$ cat config.mk
export PLATFORM = sky130hd
export DESIGN_NAME = encoder_pulse_output_divider
export DESIGN_NICKNAME = d
export VERILOG_FILES = /design/src/verilog/enc_out_pkg.sv /design/src/verilog/encoder_pulse_output_divider.sv /design/src/verilog/quad_phase_gen.sv
export VERILOG_INCLUDE_DIRS = /design/src /design/src/verilog
export SDC_FILE = /design/constraint.sdc
export NUM_CORES = 1
export LEC_CHECK = 0
export ABC_AREA = 1
export BUFFER_PORTS_ARGS = -buffer_cell sky130_fd_sc_hd__buf_2
export CAP_MARGIN = 20
export CORE_UTILIZATION = 55
export CTS_BUF_LIST = sky130_fd_sc_hd__clkbuf_2 sky130_fd_sc_hd__clkbuf_4 sky130_fd_sc_hd__clkbuf_8
export DETAILED_ROUTE_END_ITERATION = 7
export PLACE_DENSITY = 0.74
export RECOVER_POWER = 25
export SYNTH_ARGS = -nofsm -noshare
export SYNTH_HDL_FRONTEND = slang
export SYNTH_SLANG_ARGS = --single-unit
$ cat constraint.sdc
create_clock -name mclk -period 7.35 [get_ports mclk]
set_input_delay 1.47 -clock mclk [delete_from_list [all_inputs] [get_ports mclk]]
set_output_delay 1.47 -clock mclk [all_outputs]
set_load 0.02 [all_outputs]
$ cat src/verilog/enc_out_regs.svh
// register offsets, field positions, reset values and constants of the encoder pulse output
`ifndef ENC_OUT_REGS_SVH
`define ENC_OUT_REGS_SVH

// byte offsets of the register words on the avalon slave
`define ENC_OFS_PULSE_SETTING 4'h0
`define ENC_OFS_CONTROL 4'h4
`define ENC_OFS_STATUS 4'h8
`define ENC_OFS_EDGE_COUNT 4'hc

// width of the pulse setting register
`define ENC_SETTING_W 16
// pulse setting after reset: 4000 output edges per revolution
`define ENC_SETTING_RESET 16'h0fa0

// control word: bit 0 selects direct count or division ratio
`define ENC_CTRL_MODE_BIT 0
// control word after reset: direct pulse designation
`define ENC_CTRL_RESET 1'h0

// status word: bit 0 phase a, bit 1 phase b
`define ENC_STAT_A_BIT 0
`define ENC_STAT_B_BIT 1

// encoder resolution per motor revolution, in encoder counts
`define ENC_RESOLUTION 24'h00_2710

// width of the signed edge accumulator
`define ENC_ACC_W 24

// number of quadrature edges that make up one a/b pulse period
`define ENC_EDGES_PER_PULSE 3'h4

`endif

$ cat src/verilog/enc_out_pkg.sv
// types shared by the encoder pulse output logic
package enc_out_pkg;

	// output mode selected by the control word
	typedef enum logic {
		mode_direct = 1'b0,
		mode_divide = 1'b1
	} out_mode_t;

	// the pair of quadrature phase outputs
	typedef struct packed {
		logic b;
		logic a;
	} quad_t;

	// one request as seen on the register bus
	typedef struct packed {
		logic [3:0] addr;
		logic rd;
		logic wr;
		logic [31:0] wdata;
	} bus_req_t;

	// one step of output motion handed to the phase generator
	typedef struct packed {
		logic fwd;
		logic rev;
	} edge_req_t;

endpackage

$ cat src/verilog/encoder_pulse_output_divider.sv
// encoder pulse output divider: scales motor encoder steps to a/b quadrature pulses
//
// How it works
// - a/b outputs count set by pulse setting
// - setting counts edges; pulses are one quarter
// - mode 0: setting is edges per revolution
// - mode 1: resolution divided by setting
// - reset: setting 4000, direct mode
//
// motion arrives as one-cycle encoder steps with a direction level. a signed
// accumulator spreads output edges evenly over the encoder steps, so each
// quadrature edge stands for a fixed share of a revolution.
`timescale 1ns/100ps
`include "enc_out_regs.svh"
module encoder_pulse_output_divider (
	// clock and reset
	input wire logic mclk,
	input wire logic srst,
	// avalon-mm slave
	input wire logic [3:0] avs_address,
	input wire logic avs_read,
	input wire logic avs_write,
	input wire logic [31:0] avs_writedata,
	output logic [31:0] avs_readdata,
	output logic avs_waitrequest,
	// motor encoder motion, same clock domain
	input wire logic enc_step,
	input wire logic enc_dir_rev,
	// quadrature pulse outputs
	output enc_out_pkg::quad_t enc_out
);
	import enc_out_pkg::*;

	// register state
	logic [15:0] setting_q; // encoder output pulse setting
	logic [15:0] setting_d;
	out_mode_t mode_q; // output mode
	out_mode_t mode_d;
	logic [15:0] edge_cnt_q; // signed count of output edges emitted
	logic [15:0] edge_cnt_d;

	// bus slave state
	logic wait_q; // waitrequest, high until the answer cycle
	logic wait_d;
	logic [31:0] rdata_q; // read data held for the answer cycle
	logic [31:0] rdata_d;

	// accumulator state
	logic signed [23:0] acc_q; // output motion not yet emitted
	logic signed [23:0] acc_d;
	edge_req_t step_q; // edge request, registered toward the generator
	edge_req_t step_d;

	// combinational helpers
	bus_req_t req; // bundled bus request
	logic do_write; // write taken at this edge
	logic cfg_write; // a write that changes the scaling
	logic signed [23:0] inc; // accumulator share per encoder step
	logic signed [23:0] thr; // accumulator share per output edge
	logic signed [23:0] sum; // accumulator after this cycle's step
	quad_t phase; // phase pair from the generator

	// share added per encoder step in each mode
	function automatic logic signed [23:0] step_share(input out_mode_t m,
			input logic [15:0] s);
		logic signed [23:0] r;
		r = 24'sh00_0001;
		if (m == mode_direct) begin
			r = signed'({8'h00, s});
		end
		return r;
	endfunction

	// share that one output edge consumes in each mode
	function automatic logic signed [23:0] edge_share(input out_mode_t m,
			input logic [15:0] s);
		logic signed [23:0] r;
		r = signed'(`ENC_RESOLUTION);
		if (m == mode_divide) begin
			// a zero divisor would emit an edge every cycle; it is treated as one
			if (s == 16'h0000) begin
				r = 24'sh00_0001;
			end else begin
				r = signed'({8'h00, s});
			end
		end
		return r;
	endfunction

	// decode of a register word from the bus address
	function automatic logic [31:0] read_word(input logic [3:0] a,
			input logic [15:0] s, input out_mode_t m, input quad_t p,
			input logic [15:0] c);
		logic [31:0] w;
		w = 32'h0000_0000;
		if (a == `ENC_OFS_PULSE_SETTING) begin
			w = {16'h0000, s};
		end else if (a == `ENC_OFS_CONTROL) begin
			w = {31'h0000_0000, m};
		end else if (a == `ENC_OFS_STATUS) begin
			w = {30'h0000_0000, p.b, p.a};
		end else if (a == `ENC_OFS_EDGE_COUNT) begin
			w = {16'h0000, c};
		end
		return w;
	endfunction

	// bundle the bus signals
	always_comb begin
		req.addr = avs_address;
		req.rd = avs_read;
		req.wr = avs_write;
		req.wdata = avs_writedata;
	end

	// a write takes effect at the edge where waitrequest is seen low
	assign do_write = req.wr && !wait_q;

	// scaling changes restart the accumulator so stale fractions do not leak
	always_comb begin
		cfg_write = 1'b0;
		if (do_write) begin
			if (req.addr == `ENC_OFS_PULSE_SETTING) begin
				cfg_write = 1'b1;
			end else if (req.addr == `ENC_OFS_CONTROL) begin
				cfg_write = 1'b1;
			end
		end
	end

	// bus slave: one wait cycle, then one answer cycle
	always_comb begin
		wait_d = 1'b1;
		rdata_d = rdata_q;
		if ((req.rd || req.wr) && wait_q) begin
			// first cycle of a request: prepare the answer
			wait_d = 1'b0;
			if (req.rd) begin
				rdata_d = read_word(req.addr, setting_q, mode_q, phase, edge_cnt_q);
			end
		end
	end

	// configuration registers written by software
	always_comb begin
		setting_d = setting_q;
		mode_d = mode_q;
		if (do_write) begin
			if (req.addr == `ENC_OFS_PULSE_SETTING) begin
				setting_d = req.wdata[15:0];
			end else if (req.addr == `ENC_OFS_CONTROL) begin
				mode_d = out_mode_t'(req.wdata[`ENC_CTRL_MODE_BIT]);
			end
			// other offsets are read-only or unmapped: writes ignored
		end
	end

	// accumulator: add the step share, emit at most one edge per cycle
	always_comb begin
		inc = step_share(mode_q, setting_q);
		thr = edge_share(mode_q, setting_q);
		sum = acc_q;
		if (enc_step) begin
			if (enc_dir_rev) begin
				sum = acc_q - inc;
			end else begin
				sum = acc_q + inc;
			end
		end
		acc_d = sum;
		step_d = '0;
		if (cfg_write) begin
			// new scaling: drop the pending fraction
			acc_d = '0;
		end else if (sum >= thr) begin
			// one edge forward; each edge is a quarter of an a/b pulse
			acc_d = sum - thr;
			step_d.fwd = 1'b1;
		end else if (sum <= -thr) begin
			// one edge backward
			acc_d = sum + thr;
			step_d.rev = 1'b1;
		end
	end

	// edge count seen by software, wraps at 16 bits
	always_comb begin
		edge_cnt_d = edge_cnt_q;
		if (step_q.fwd) begin
			edge_cnt_d = edge_cnt_q + 16'h0001;
		end else if (step_q.rev) begin
			edge_cnt_d = edge_cnt_q - 16'h0001;
		end
	end

	// register all state
	always_ff @(posedge mclk) begin
		if (srst) begin
			setting_q <= `ENC_SETTING_RESET;
			mode_q <= out_mode_t'(`ENC_CTRL_RESET);
			edge_cnt_q <= 16'h0000;
			wait_q <= 1'b1;
			rdata_q <= 32'h0000_0000;
			acc_q <= '0;
			step_q <= '0;
		end else begin
			setting_q <= setting_d;
			mode_q <= mode_d;
			edge_cnt_q <= edge_cnt_d;
			wait_q <= wait_d;
			rdata_q <= rdata_d;
			acc_q <= acc_d;
			step_q <= step_d;
		end
	end

	// gray-code generator turns edges into the a/b pair
	quad_phase_gen u_phase (
		.mclk(mclk),
		.srst(srst),
		.step(step_q),
		.phase(phase)
	);

	// outputs: all from flip-flops
	assign avs_readdata = rdata_q;
	assign avs_waitrequest = wait_q;
	assign enc_out = phase;
endmodule

$ cat src/verilog/quad_phase_gen.sv
// quadrature phase generator: one gray-code step per requested edge
`timescale 1ns/100ps
module quad_phase_gen (
	// clock and reset
	input wire logic mclk,
	input wire logic srst,
	// edge requests from the accumulator
	input enc_out_pkg::edge_req_t step,
	// phase outputs, straight from flip-flops
	output enc_out_pkg::quad_t phase
);
	import enc_out_pkg::*;

	logic [1:0] pos_q; // quadrature position, 0..3
	logic [1:0] pos_d;
	quad_t phase_q; // registered phase pair
	quad_t phase_d;

	// gray code of a quadrature position: a leads b going forward
	function automatic quad_t to_gray(input logic [1:0] p);
		quad_t g;
		g.a = p[1] ^ p[0];
		g.b = p[1];
		return g;
	endfunction

	// next position: forward counts up, reverse counts down
	always_comb begin
		pos_d = pos_q;
		if (step.fwd) begin
			pos_d = pos_q + 2'h1;
		end else if (step.rev) begin
			pos_d = pos_q - 2'h1;
		end
		phase_d = to_gray(pos_d);
	end

	// register position and phase
	always_ff @(posedge mclk) begin
		if (srst) begin
			pos_q <= 2'h0;
			phase_q <= '0;
		end else begin
			pos_q <= pos_d;
			phase_q <= phase_d;
		end
	end

	assign phase = phase_q;
endmodule

==> results.py, run 1 <==
metrics = {
    "status": {
        "status": "finished, final reports clean",
    },
    "grt": {
        "antenna_found_initial": 0,
        "grt_pass1_wl_um": 38200,
        "grt_pass1_vias": 8049,
        "grt_max_degree": 37,
        "overflow": 0,
        "grt_usage_pct": 28.8,
    },
    "placement": {
        "portBuffers": 44,
        "place_hpwl_um": 18700,
        "dp.cells": 1611,
        "gp_congestion": 0.891,
    },
    "flow_run": {
        "maxCapViolCount": 0,
    },
    "cts": {
        "cts.htree.levels": 3,
        "clkSinkCount": 79,
        "clk_latency_ns": 0.37,
        "clockBufferDepth": 2,
        "post_cts_buffers": 0,
        "cts_tree": "yes",
        "clk_pin_slew_ns": 0.09,
        "hold_buffers": 0,
        "ctsResizeCount": 0,
        "cts_made_buffers": 9,
        "clock-root-buffer": "clkbuf_8",
    },
    "synth": {
        "netlist.area_leader.share_pct": 17.9,
        "syn_inst": 1372,
        "syn_avg_cell_area_um2": 6.43,
        "synth-main-ff-cell": "dfxtp_1",
        "synthArstFlopShare_pct": 0,
        "synthesis.area_mm2": 0.00882,
        "yosys.area.top_type": "dfxtp_1",
        "synth.area.top_cells": "dfxtp_1 (18%), ha_1 (13%), nand2_1 (11%), a21oi_1 (7.8%), inv_1 (7.5%)",
        "synth-seq-area-share_pct": 17.9,
        "synth_seq_cells": 79,
        "synth_edf_count": 0,
        "ys_types": 53,
        "synth_commonest_cells": "nand2_1 (270), inv_1 (176), nor2_1 (152)",
        "ys_warn_count": 0,
        "synth_most_common_cell": "nand2_1",
    },
    "pwr": {
        "p_int_mw": 1.43,
        "power.leakage_nw": 4.86,
        "p_per_area_mw_per_mm2": 319,
        "sw_frac_of_total_pct": 52.2,
        "clockPowerShare_pct": 11.8,
        "ir_drop_mv": 0.153,
        "power_frac_comb_pct": 68.5,
        "power_mw": 2.99,
        "netSwitchingPower_mw": 1.56,
        "seq_power_share_pct": 19.7,
    },
    "worst_setup_path": {
        "cpPeakStageDelay_ns": 0.33,
        "cp.arrival_ns": 6.73,
        "crit_top_cell": "nor2_1",
        "critPathLaunchType": "input pin",
        "path_delay_family": "simple AND/OR/NAND/NOR gates",
        "worstReg2RegEnd": "acc_q[11]",
        "required_ns": 7.65,
        "cp_slowest_cell": "ha_1",
        "reg2reg_depth": 37,
        "r2r-start": "mode_q",
        "cp.depth": 35,
        "cp_max_fo": 22,
        "reg2reg_slack_ns": 1.34,
        "crit_end": "acc_q[11]",
        "end_kind": "flip-flop",
        "cp_num_buf_inv": 4,
        "crit_type": "input pin to flip-flop",
        "cp-startpoint": "enc_dir_rev",
    },
    "final_layout": {
        "layout-drive-gt1-share_pct": 9.39,
        "syn2layout_area_growth_pct": 6.33,
        "fin_cells": 1627,
        "num-nets-final": 1549,
        "num_antenna_cells": 0,
        "fill_cells": 1528,
        "post-route-util_pct": 60.8,
    },
    "timing": {
        "fin_setup_tns_ns": 0,
        "slew_headroom_pct": 29.6,
        "drv_slew": 0,
        "hold_violations": 0,
        "grt_setup_unrepaired": "false",
        "fin_crit_ns": 6.43,
        "fin_worst_skew_ns": 0.0136,
        "period_share_pct": 87.4,
        "finalSetupViolCount": 0,
        "tightest_slew_ns": 1.06,
        "fmax_ghz": 0.156,
    },
    "detailed_routing": {
        "met3_length_um": 1180,
        "drtAntennaViolNets": 0,
        "drt-vias-per-instance": 5.37,
        "num_vias": 8738,
        "drt_iter0_drc": 656,
        "wire_per_inst_um": 14.3,
        "wl_met2_um": 10300,
        "totalWireLength_um": 23300,
        "first_pass_iters": 5,
        "highest_layer": "met4",
        "wl_met1_um": 11300,
        "drc": 0,
    },
    "floorplan": {
        "die_h_um": 129,
        "die_x_um": 129,
        "start_util_pct": 57.2,
        "coreArea_mm2": 0.0154,
        "dieArea_mm2": 0.0165,
        "rows": 45,
        "ioPinCount": 77,
    },
    "min_path": {
        "min_path_type": "flip-flop to flip-flop",
    },
}
-- kinds of logic after synthesis --
kind of cell    Yosys count  synth area share, %
buf+inv                 241                 11.8
flops                    79                 17.9
compound gates          286                 17.6
fa+ha+maj                96                 14.0
xor+xnor                 82                 8.23
simple gates            587                 30.4
other cells               1               0.0425
-- routing by layer --
metal	track usage, %	vias to the layer above
met5	0	-
met4	7.68	0
met3	3.78	37
met2	47.6	258
met1	39.3	3922
li1	-	4521
-- power by group through the flow --
| stage | clock, mW | combinational (mW) | sequential, mW |
|---|---|---|---|
| 2_1_floorplan | 0 | 1.58 | 0.585 |
| 3_3_place_gp | 0 | 1.97 | 0.597 |
| 3_5_place_dp | 0 | 2.00 | 0.598 |
| 4_1_cts | 0.358 | 2.02 | 0.589 |
| 5_1_grt | 0.373 | 2.31 | 0.601 |
| 6_report | 0.352 | 2.05 | 0.590 |
-- tightest hold or removal path, stage by stage (launching register included) --
cell     delay [ns]
dfxtp_1        0.33
nand2_1        0.06
a21oi_1        0.05
-- worst min-delay path by stage --
| stage | startpoint | to | slack [ns] | cells past startpoint |
|---|---|---|---|---|
| after floorplan | edge_cnt_q[15] | avs_readdata[15] | 0.46 | 2 |
| after global placement | edge_cnt_q[15] | avs_readdata[15] | 0.47 | 2 |
| after detailed placement | edge_cnt_q[2] | avs_readdata[2] | 0.47 | 2 |
| after CTS | edge_cnt_q[15] | avs_readdata[15] | 0.49 | 2 |
| after global routing | edge_cnt_q[9] | avs_readdata[9] | 0.52 | 2 |
| final | edge_cnt_q[2] | avs_readdata[2] | 0.49 | 2 |
-- sequential cells by signal (all words and copies together), names as in the netlist --
| signal | flops |
|---|---|
| acc_q | 24 |
| avs_readdata | 16 |
| edge_cnt_q | 16 |
| setting_q | 16 |
| step_q | 2 |
| u_phase.pos_q | 2 |
| avs_waitrequest | 1 |
| mode_q | 1 |
| u_phase.phase | 1 |
-- layout make-up --
type	instances	area, um^2	share of cell area (%)
timing repair buffer	65	354	3.78
multi-input combinational	1070	6260	66.8
inverter	186	703	7.50
clock inverter	6	76.3	0.814
sequential	79	1580	16.9
tap	211	264	2.82
clock buffer	10	138	1.47
-- stage by stage --
step | setup WS (ns) | instance area, um^2 | hold slack (ns)
floorplan | 1.57 | 8890 | 0.457
global placement | 0.759 | 9180 | 0.470
detailed placement | 0.608 | 9190 | 0.475
CTS | 0.965 | 9400 | 0.493
global route | 0.372 | 9380 | 0.521
finish | 0.923 | 9380 | 0.492
-- layout by cell type (no fill, tap or decap), types with 6 or more instances in the layout --
cell type,n
a21o_1,6
a21oi_1,138
buf_2,25
buf_4,21
clkbuf_1,19
clkbuf_8,10
conb_1,19
dfxtp_1,79
ha_1,92
inv_1,176
inv_2,7
nand2_1,270
nand2_2,11
nand3_1,65
nand3_2,9
nand4_1,12
nor2_1,152
nor2_2,9
nor2_4,7
nor3_1,16
nor3_2,11
o211ai_1,8
o21ai_0,90
o21ai_1,11
o21bai_1,8
or2_2,8
xnor2_1,12
xor2_1,69
No activity file was read; power rests on OpenSTA's default activity.
==> run 2: changes to the inputs <==
--- a/config.mk
+++ b/config.mk
@@ -7,13 +7,13 @@
 export NUM_CORES = 1
 export LEC_CHECK = 0
 export ABC_AREA = 1
-export BUFFER_PORTS_ARGS = -buffer_cell sky130_fd_sc_hd__buf_2
+export BUFFER_PORTS_ARGS = -buffer_cell sky130_fd_sc_hd__buf_4
 export CAP_MARGIN = 20
-export CORE_UTILIZATION = 55
+export CORE_UTILIZATION = 40
 export CTS_BUF_LIST = sky130_fd_sc_hd__clkbuf_2 sky130_fd_sc_hd__clkbuf_4 sky130_fd_sc_hd__clkbuf_8
 export DETAILED_ROUTE_END_ITERATION = 7
-export PLACE_DENSITY = 0.74
 export RECOVER_POWER = 25
 export SYNTH_ARGS = -nofsm -noshare
 export SYNTH_HDL_FRONTEND = slang
+export SYNTH_HIERARCHICAL = 1
 export SYNTH_SLANG_ARGS = --single-unit
==> results.py, run 2 <==
metrics = {
    "worst_setup_path": {
        "cp_slowest_cell": "dfxtp_1",
        "reg2reg_slack_ns": 0.78,
        "required_ns": 7.67,
        "crit_type": "flip-flop to flip-flop",
        "worstReg2RegEnd": "acc_q[5]",
        "end_kind": "flip-flop",
        "reg2reg_depth": 36,
        "cp_max_fo": 22,
        "cp.arrival_ns": 6.89,
        "cpPeakStageDelay_ns": 0.69,
        "crit_top_cell": "nand2_1",
        "r2r-start": "mode_q",
        "critPathLaunchType": "flip-flop",
    },
    "timing": {
        "fmax_ghz": 0.152,
        "tightest_slew_ns": 1.09,
        "fin_ws_ns": 0.779,
        "grt_setup_unrepaired": "false",
        "fin_worst_skew_ns": 0.0207,
        "fin_crit_ns": 6.57,
        "period_share_pct": 89.4,
        "hold_violations": 0,
        "slew_headroom_pct": 27.6,
        "drv_slew": 0,
        "fin_setup_tns_ns": 0,
        "finalSetupViolCount": 0,
    },
    "synth": {
        "synth_most_common_cell": "nand2_1",
        "synth.area.top_cells": "dfxtp_1 (17%), nand2_1 (14%), ha_1 (13%), inv_1 (7.5%), nor2_1 (6.6%)",
        "synth-seq-area-share_pct": 17.3,
        "syn_inst": 1461,
        "synth_seq_cells": 79,
        "netlist.area_leader.share_pct": 17.3,
        "synthArstFlopShare_pct": 0,
        "synth_commonest_cells": "nand2_1 (335), inv_1 (183), nor2_1 (160)",
        "synth-main-ff-cell": "dfxtp_1",
        "yosys.area.top_type": "dfxtp_1",
        "ys_warn_count": 6,
        "syn_avg_cell_area_um2": 6.27,
        "ys_types": 54,
        "synthesis.area_mm2": 0.00916,
        "synth_edf_count": 0,
    },
    "grt": {
        "grt_max_degree": 35,
        "grt_usage_pct": 23.2,
        "antenna_found_initial": 0,
        "grt_pass1_vias": 8733,
        "grt_pass1_wl_um": 44000,
        "overflow": 0,
    },
    "pwr": {
        "power.leakage_nw": 5.01,
        "seq_power_share_pct": 18.0,
        "netSwitchingPower_mw": 1.86,
        "power_frac_comb_pct": 71.4,
        "sw_frac_of_total_pct": 54.4,
        "ir_drop_mv": 0.198,
        "p_int_mw": 1.56,
        "clockPowerShare_pct": 10.6,
        "p_per_area_mw_per_mm2": 349,
    },
    "floorplan": {
        "die_x_um": 153,
        "coreArea_mm2": 0.0222,
        "die_h_um": 153,
        "dieArea_mm2": 0.0235,
        "ioPinCount": 77,
        "start_util_pct": 41.3,
        "rows": 54,
    },
    "final_layout": {
        "regMostFlops": "acc_q",
        "fill_cells": 2436,
        "syn2layout_area_growth_pct": 7.23,
        "design_area_mm2": 0.00982,
        "layout-drive-gt1-share_pct": 8.79,
        "num_antenna_cells": 0,
        "largest_register_ffs": 24,
        "layout_commonest_cell": "nand2_1",
        "layout_common_cells": "nand2_1 (335), inv_1 (183), nor2_1 (159), a21oi_1 (113), ha_1 (93)",
        "num-nets-final": 1625,
    },
    "min_path": {
        "hold_end": "avs_readdata[10]",
        "min_path_type": "flip-flop to flip-flop",
        "hold_depth": 2,
        "worstHoldStart": "edge_cnt_q[10]",
    },
    "placement": {
        "pre_cts_slack_ns": 0.849,
        "portBuffers": 44,
        "gp_congestion": 0.927,
        "dpl_cell_area_mm2": 0.00965,
        "place_hpwl_um": 21900,
    },
    "detailed_routing": {
        "drt_iter0_drc": 531,
        "first_pass_iters": 5,
        "wire_per_inst_um": 15.1,
        "drt-vias-per-instance": 5.19,
        "drtAntennaViolNets": 0,
        "totalWireLength_um": 26700,
        "num_vias": 9193,
        "drc": 0,
    },
    "cts": {
        "ctsResizeCount": 0,
        "clkSinkCount": 79,
        "clk_latency_ns": 0.39,
        "post_cts_buffers": 0,
        "cts.htree.levels": 3,
        "clock-root-buffer": "clkbuf_8",
        "cts_tree": "yes",
        "clockBufferDepth": 2,
        "hold_buffers": 0,
        "clk_pin_slew_ns": 0.10,
        "cts_made_buffers": 9,
    },
    "status": {
        "status": "finished, final reports clean",
    },
    "flow_run": {
        "maxCapViolCount": 0,
    },
}
## run 2: changes by cell type after synthesis, sizes merged, moves of 5 or more
cell	delta
nand4	+12
nand2	+74
xnor2	+6
a31oi	+14
inv	+7
o21bai	-5
nor2	+5
a21oi	-23
## run 2: logic make-up after synthesis
kind of cell	synth area share, %
compound gates	16.1
xor+xnor	8.22
fa+ha+maj	13.6
buf+inv	11.6
flops	17.3
other cells	0.0409
simple gates	33.2
## run 2: area by class of cell
cell class,count,area [um^2],share of cell area (%)
Sequential cell,79,1580,16.1
Tap cell,280,350,3.57
Inverter,193,729,7.43
Timing Repair Buffer,55,357,3.63
Clock inverter,6,76.3,0.777
Clock buffer,10,138,1.40
Multi-Input combinational cell,1148,6590,67.1
## run 2: layer usage
layer	vias to the layer above	part of all wire [%]	track usage [%]
met2	175	48	40.2
met4	0	1.5	5.44
met1	4220	48	30.3
li1	4774	-	-
met5	-	0	0
met3	24	3.3	2.86
## run 2: power groups by stage
stage / clock network [mW] / logic (mW) / registers [mW]
floorplan: 0 / 1.90 / 0.606
global placement: 0 / 2.41 / 0.629
detailed placement: 0 / 2.42 / 0.629
CTS: 0.372 / 2.44 / 0.620
global route: 0.387 / 2.78 / 0.629
finish: 0.363 / 2.44 / 0.618
## run 2: stage by stage
| step | power (mW) | utilization [%] | hold slack [ns] | cells |
|---|---|---|---|---|
| finish | 3.42 | 44.3 | 0.503 | 1771 |
| global route | 3.80 | 44.3 | 0.530 | 1771 |
| floorplan | 2.51 | - | 0.462 | 1479 |
| detailed placement | 3.05 | 43.5 | 0.497 | 1753 |
| global placement | 3.04 | 43.5 | 0.488 | 1753 |
| CTS | 3.43 | 44.5 | 0.507 | 1769 |
## run 2: worst max-delay path: cells and delay by family, from the launching register on
kind | cells | cell delay, ns
flops | 1 | 0.69
fa+ha+maj | 2 | 0.78
xor+xnor | 2 | 0.36
simple gates | 23 | 2.97
buf+inv | 4 | 0.67
compound gates | 5 | 1.03
## run 2: how the worst max path moves through the flow
| stage | slack, ns | cells after the start | start | end |
|---|---|---|---|---|
| 5_1_grt | 0.12 | 38 | mode_q | acc_q[10] |
| 2_1_floorplan | 1.76 | 32 | enc_dir_rev | acc_q[10] |
| 6_report | 0.78 | 36 | mode_q | acc_q[5] |
| 3_5_place_dp | 0.85 | 28 | enc_dir_rev | acc_q[5] |
| 4_1_cts | 0.86 | 40 | mode_q | acc_q[10] |
| 3_3_place_gp | 0.84 | 28 | enc_dir_rev | acc_q[5] |
==> run 3: changes to the inputs <==
--- a/config.mk
+++ b/config.mk
@@ -8,9 +8,9 @@
 export LEC_CHECK = 0
 export ABC_AREA = 1
 export BUFFER_PORTS_ARGS = -buffer_cell sky130_fd_sc_hd__buf_4
-export CAP_MARGIN = 20
+export CAP_MARGIN = 10
 export CORE_UTILIZATION = 40
-export CTS_BUF_LIST = sky130_fd_sc_hd__clkbuf_2 sky130_fd_sc_hd__clkbuf_4 sky130_fd_sc_hd__clkbuf_8
+export CTS_BUF_LIST = sky130_fd_sc_hd__clkbuf_8
 export DETAILED_ROUTE_END_ITERATION = 7
 export RECOVER_POWER = 25
 export SYNTH_ARGS = -nofsm -noshare
==> results.py, run 3 (same netlist as run 2, synthesis figures left out) <==
metrics = {
    "status": {
        "status": "finished, final reports clean",
    },
    "detailed_routing": {
        "drtAntennaViolNets": 0,
        "totalWireLength_um": 26700,
        "drc": 0,
        "drt_iter0_drc": 512,
        "drt-vias-per-instance": 5.19,
        "num_vias": 9174,
        "wire_per_inst_um": 15.1,
        "first_pass_iters": 5,
    },
    "cts": {
        "ctsResizeCount": 0,
        "clk_latency_ns": 0.39,
        "cts_tree": "yes",
        "clk_pin_slew_ns": 0.10,
        "cts.htree.levels": 3,
        "cts_made_buffers": 9,
        "clockBufferDepth": 2,
        "clkSinkCount": 79,
        "hold_buffers": 0,
        "post_cts_buffers": 0,
        "clock-root-buffer": "clkbuf_8",
    },
    "worst_setup_path": {
        "crit_top_cell": "nand2_1",
        "path_delay_family": "simple AND/OR/NAND/NOR gates",
        "critPathLaunchType": "flip-flop",
        "cp_num_buf_inv": 4,
        "crit_type": "flip-flop to flip-flop",
        "required_ns": 7.67,
        "cp.arrival_ns": 6.86,
        "cp_slowest_cell": "dfxtp_1",
        "cp_max_fo": 22,
        "cpPeakStageDelay_ns": 0.67,
        "end_kind": "flip-flop",
    },
    "floorplan": {
        "die_h_um": 153,
        "ioPinCount": 77,
        "die_x_um": 153,
        "rows": 54,
        "start_util_pct": 41.3,
        "coreArea_mm2": 0.0222,
        "dieArea_mm2": 0.0235,
    },
    "pwr": {
        "power.leakage_nw": 5.00,
        "seq_power_share_pct": 18.0,
        "power_mw": 3.42,
        "clockPowerShare_pct": 10.6,
        "ir_drop_mv": 0.198,
        "p_per_area_mw_per_mm2": 349,
        "power_frac_comb_pct": 71.4,
        "sw_frac_of_total_pct": 54.5,
        "p_int_mw": 1.56,
        "netSwitchingPower_mw": 1.86,
    },
    "timing": {
        "finalSetupViolCount": 0,
        "fmax_ghz": 0.153,
        "fin_crit_ns": 6.54,
        "slew_headroom_pct": 24.8,
        "hold_violations": 0,
        "period_share_pct": 89.0,
        "drv_slew": 0,
        "fin_worst_skew_ns": 0.0197,
        "grt_setup_unrepaired": "false",
        "fin_setup_tns_ns": 0,
        "tightest_slew_ns": 1.12,
    },
    "final_layout": {
        "num_antenna_cells": 0,
        "largest_register_ffs": 24,
        "regMostFlops": "acc_q",
        "layout_commonest_cell": "nand2_1",
        "layout-drive-gt1-share_pct": 8.66,
        "syn2layout_area_growth_pct": 6.98,
        "num-nets-final": 1623,
        "layout_common_cells": "nand2_1 (335), inv_1 (183), nor2_1 (159), a21oi_1 (113), ha_1 (93)",
    },
    "grt": {
        "antenna_found_initial": 0,
        "grt_usage_pct": 23.2,
        "grt_max_degree": 35,
        "grt_pass1_wl_um": 44000,
        "overflow": 0,
        "grt_pass1_vias": 8733,
    },
    "min_path": {
        "min_path_type": "flip-flop to flip-flop",
    },
    "placement": {
        "gp_congestion": 0.927,
        "portBuffers": 44,
        "place_hpwl_um": 21900,
    },
    "flow_run": {
        "maxCapViolCount": 0,
    },
}
==> run 3: cell types whose count changed in the layout (fill, tap and decap cells not counted) <==
cell,change
buf_8,-1
clkbuf_4,-1
==> run 3: cell type report <==
class                           count  area (um^2)
Fill cell                        2438        12400
Clock buffer                       10          138
Tap cell                          280          350
Sequential cell                    79         1580
Multi-Input combinational cell   1148         6590
Clock inverter                      6         76.3
Timing Repair Buffer               53          334
Inverter                          193          729
==> run 3: stage by stage <==
step	cell area (um^2)	hold WS, ns	setup slack (ns)	util (%)	std cells
finish	9800	0.504	0.812	44.2	1769
global route	9800	0.530	0.118	44.2	1769
CTS	9860	0.507	0.860	44.5	1769
detailed placement	9650	0.497	0.849	43.5	1753
global placement	9650	0.488	0.845	43.5	1753
floorplan	9230	0.462	1.76	-	1479
==> run 3: worst reg2reg max path: cells and delay by family, from the launching register on <==
kind | cells | cell delay, ns
AO/OA/AOI/OAI | 5 | 1.04
buffers and inverters | 4 | 0.68
XOR/XNOR | 2 | 0.36
flip-flops | 1 | 0.67
adder cells (fa/ha/maj) | 2 | 0.78
AND/OR/NAND/NOR | 23 | 2.96
==> run 3: power groups by stage <==
stage	logic [mW]	registers, mW	clock network (mW)
2_1_floorplan	1.90	0.606	0
3_3_place_gp	2.41	0.629	0
3_5_place_dp	2.42	0.629	0
4_1_cts	2.44	0.620	0.372
5_1_grt	2.78	0.629	0.387
6_report	2.44	0.617	0.363
==> run 3: routing by layer <==
layer	vias to the layer above	global-route usage, %	wire (um)
li1	4774	-	-
met1	4198	30.3	12700
met2	178	40.2	12700
met3	24	2.86	899
met4	0	5.44	391
met5	-	0	0
==> run 3: path summary, 6_finish.rpt <==
kind / slack [ns] / depth (start not counted) / endpoint / start
setup reg to reg: 0.81 / 36 / acc_q[5] / mode_q
hold / removal: 0.50 / 2 / avs_readdata[10] / edge_cnt_q[10]
hold reg to reg: 0.50 / 2 / avs_readdata[10] / edge_cnt_q[10]
setup / recovery: 0.81 / 36 / acc_q[5] / mode_q
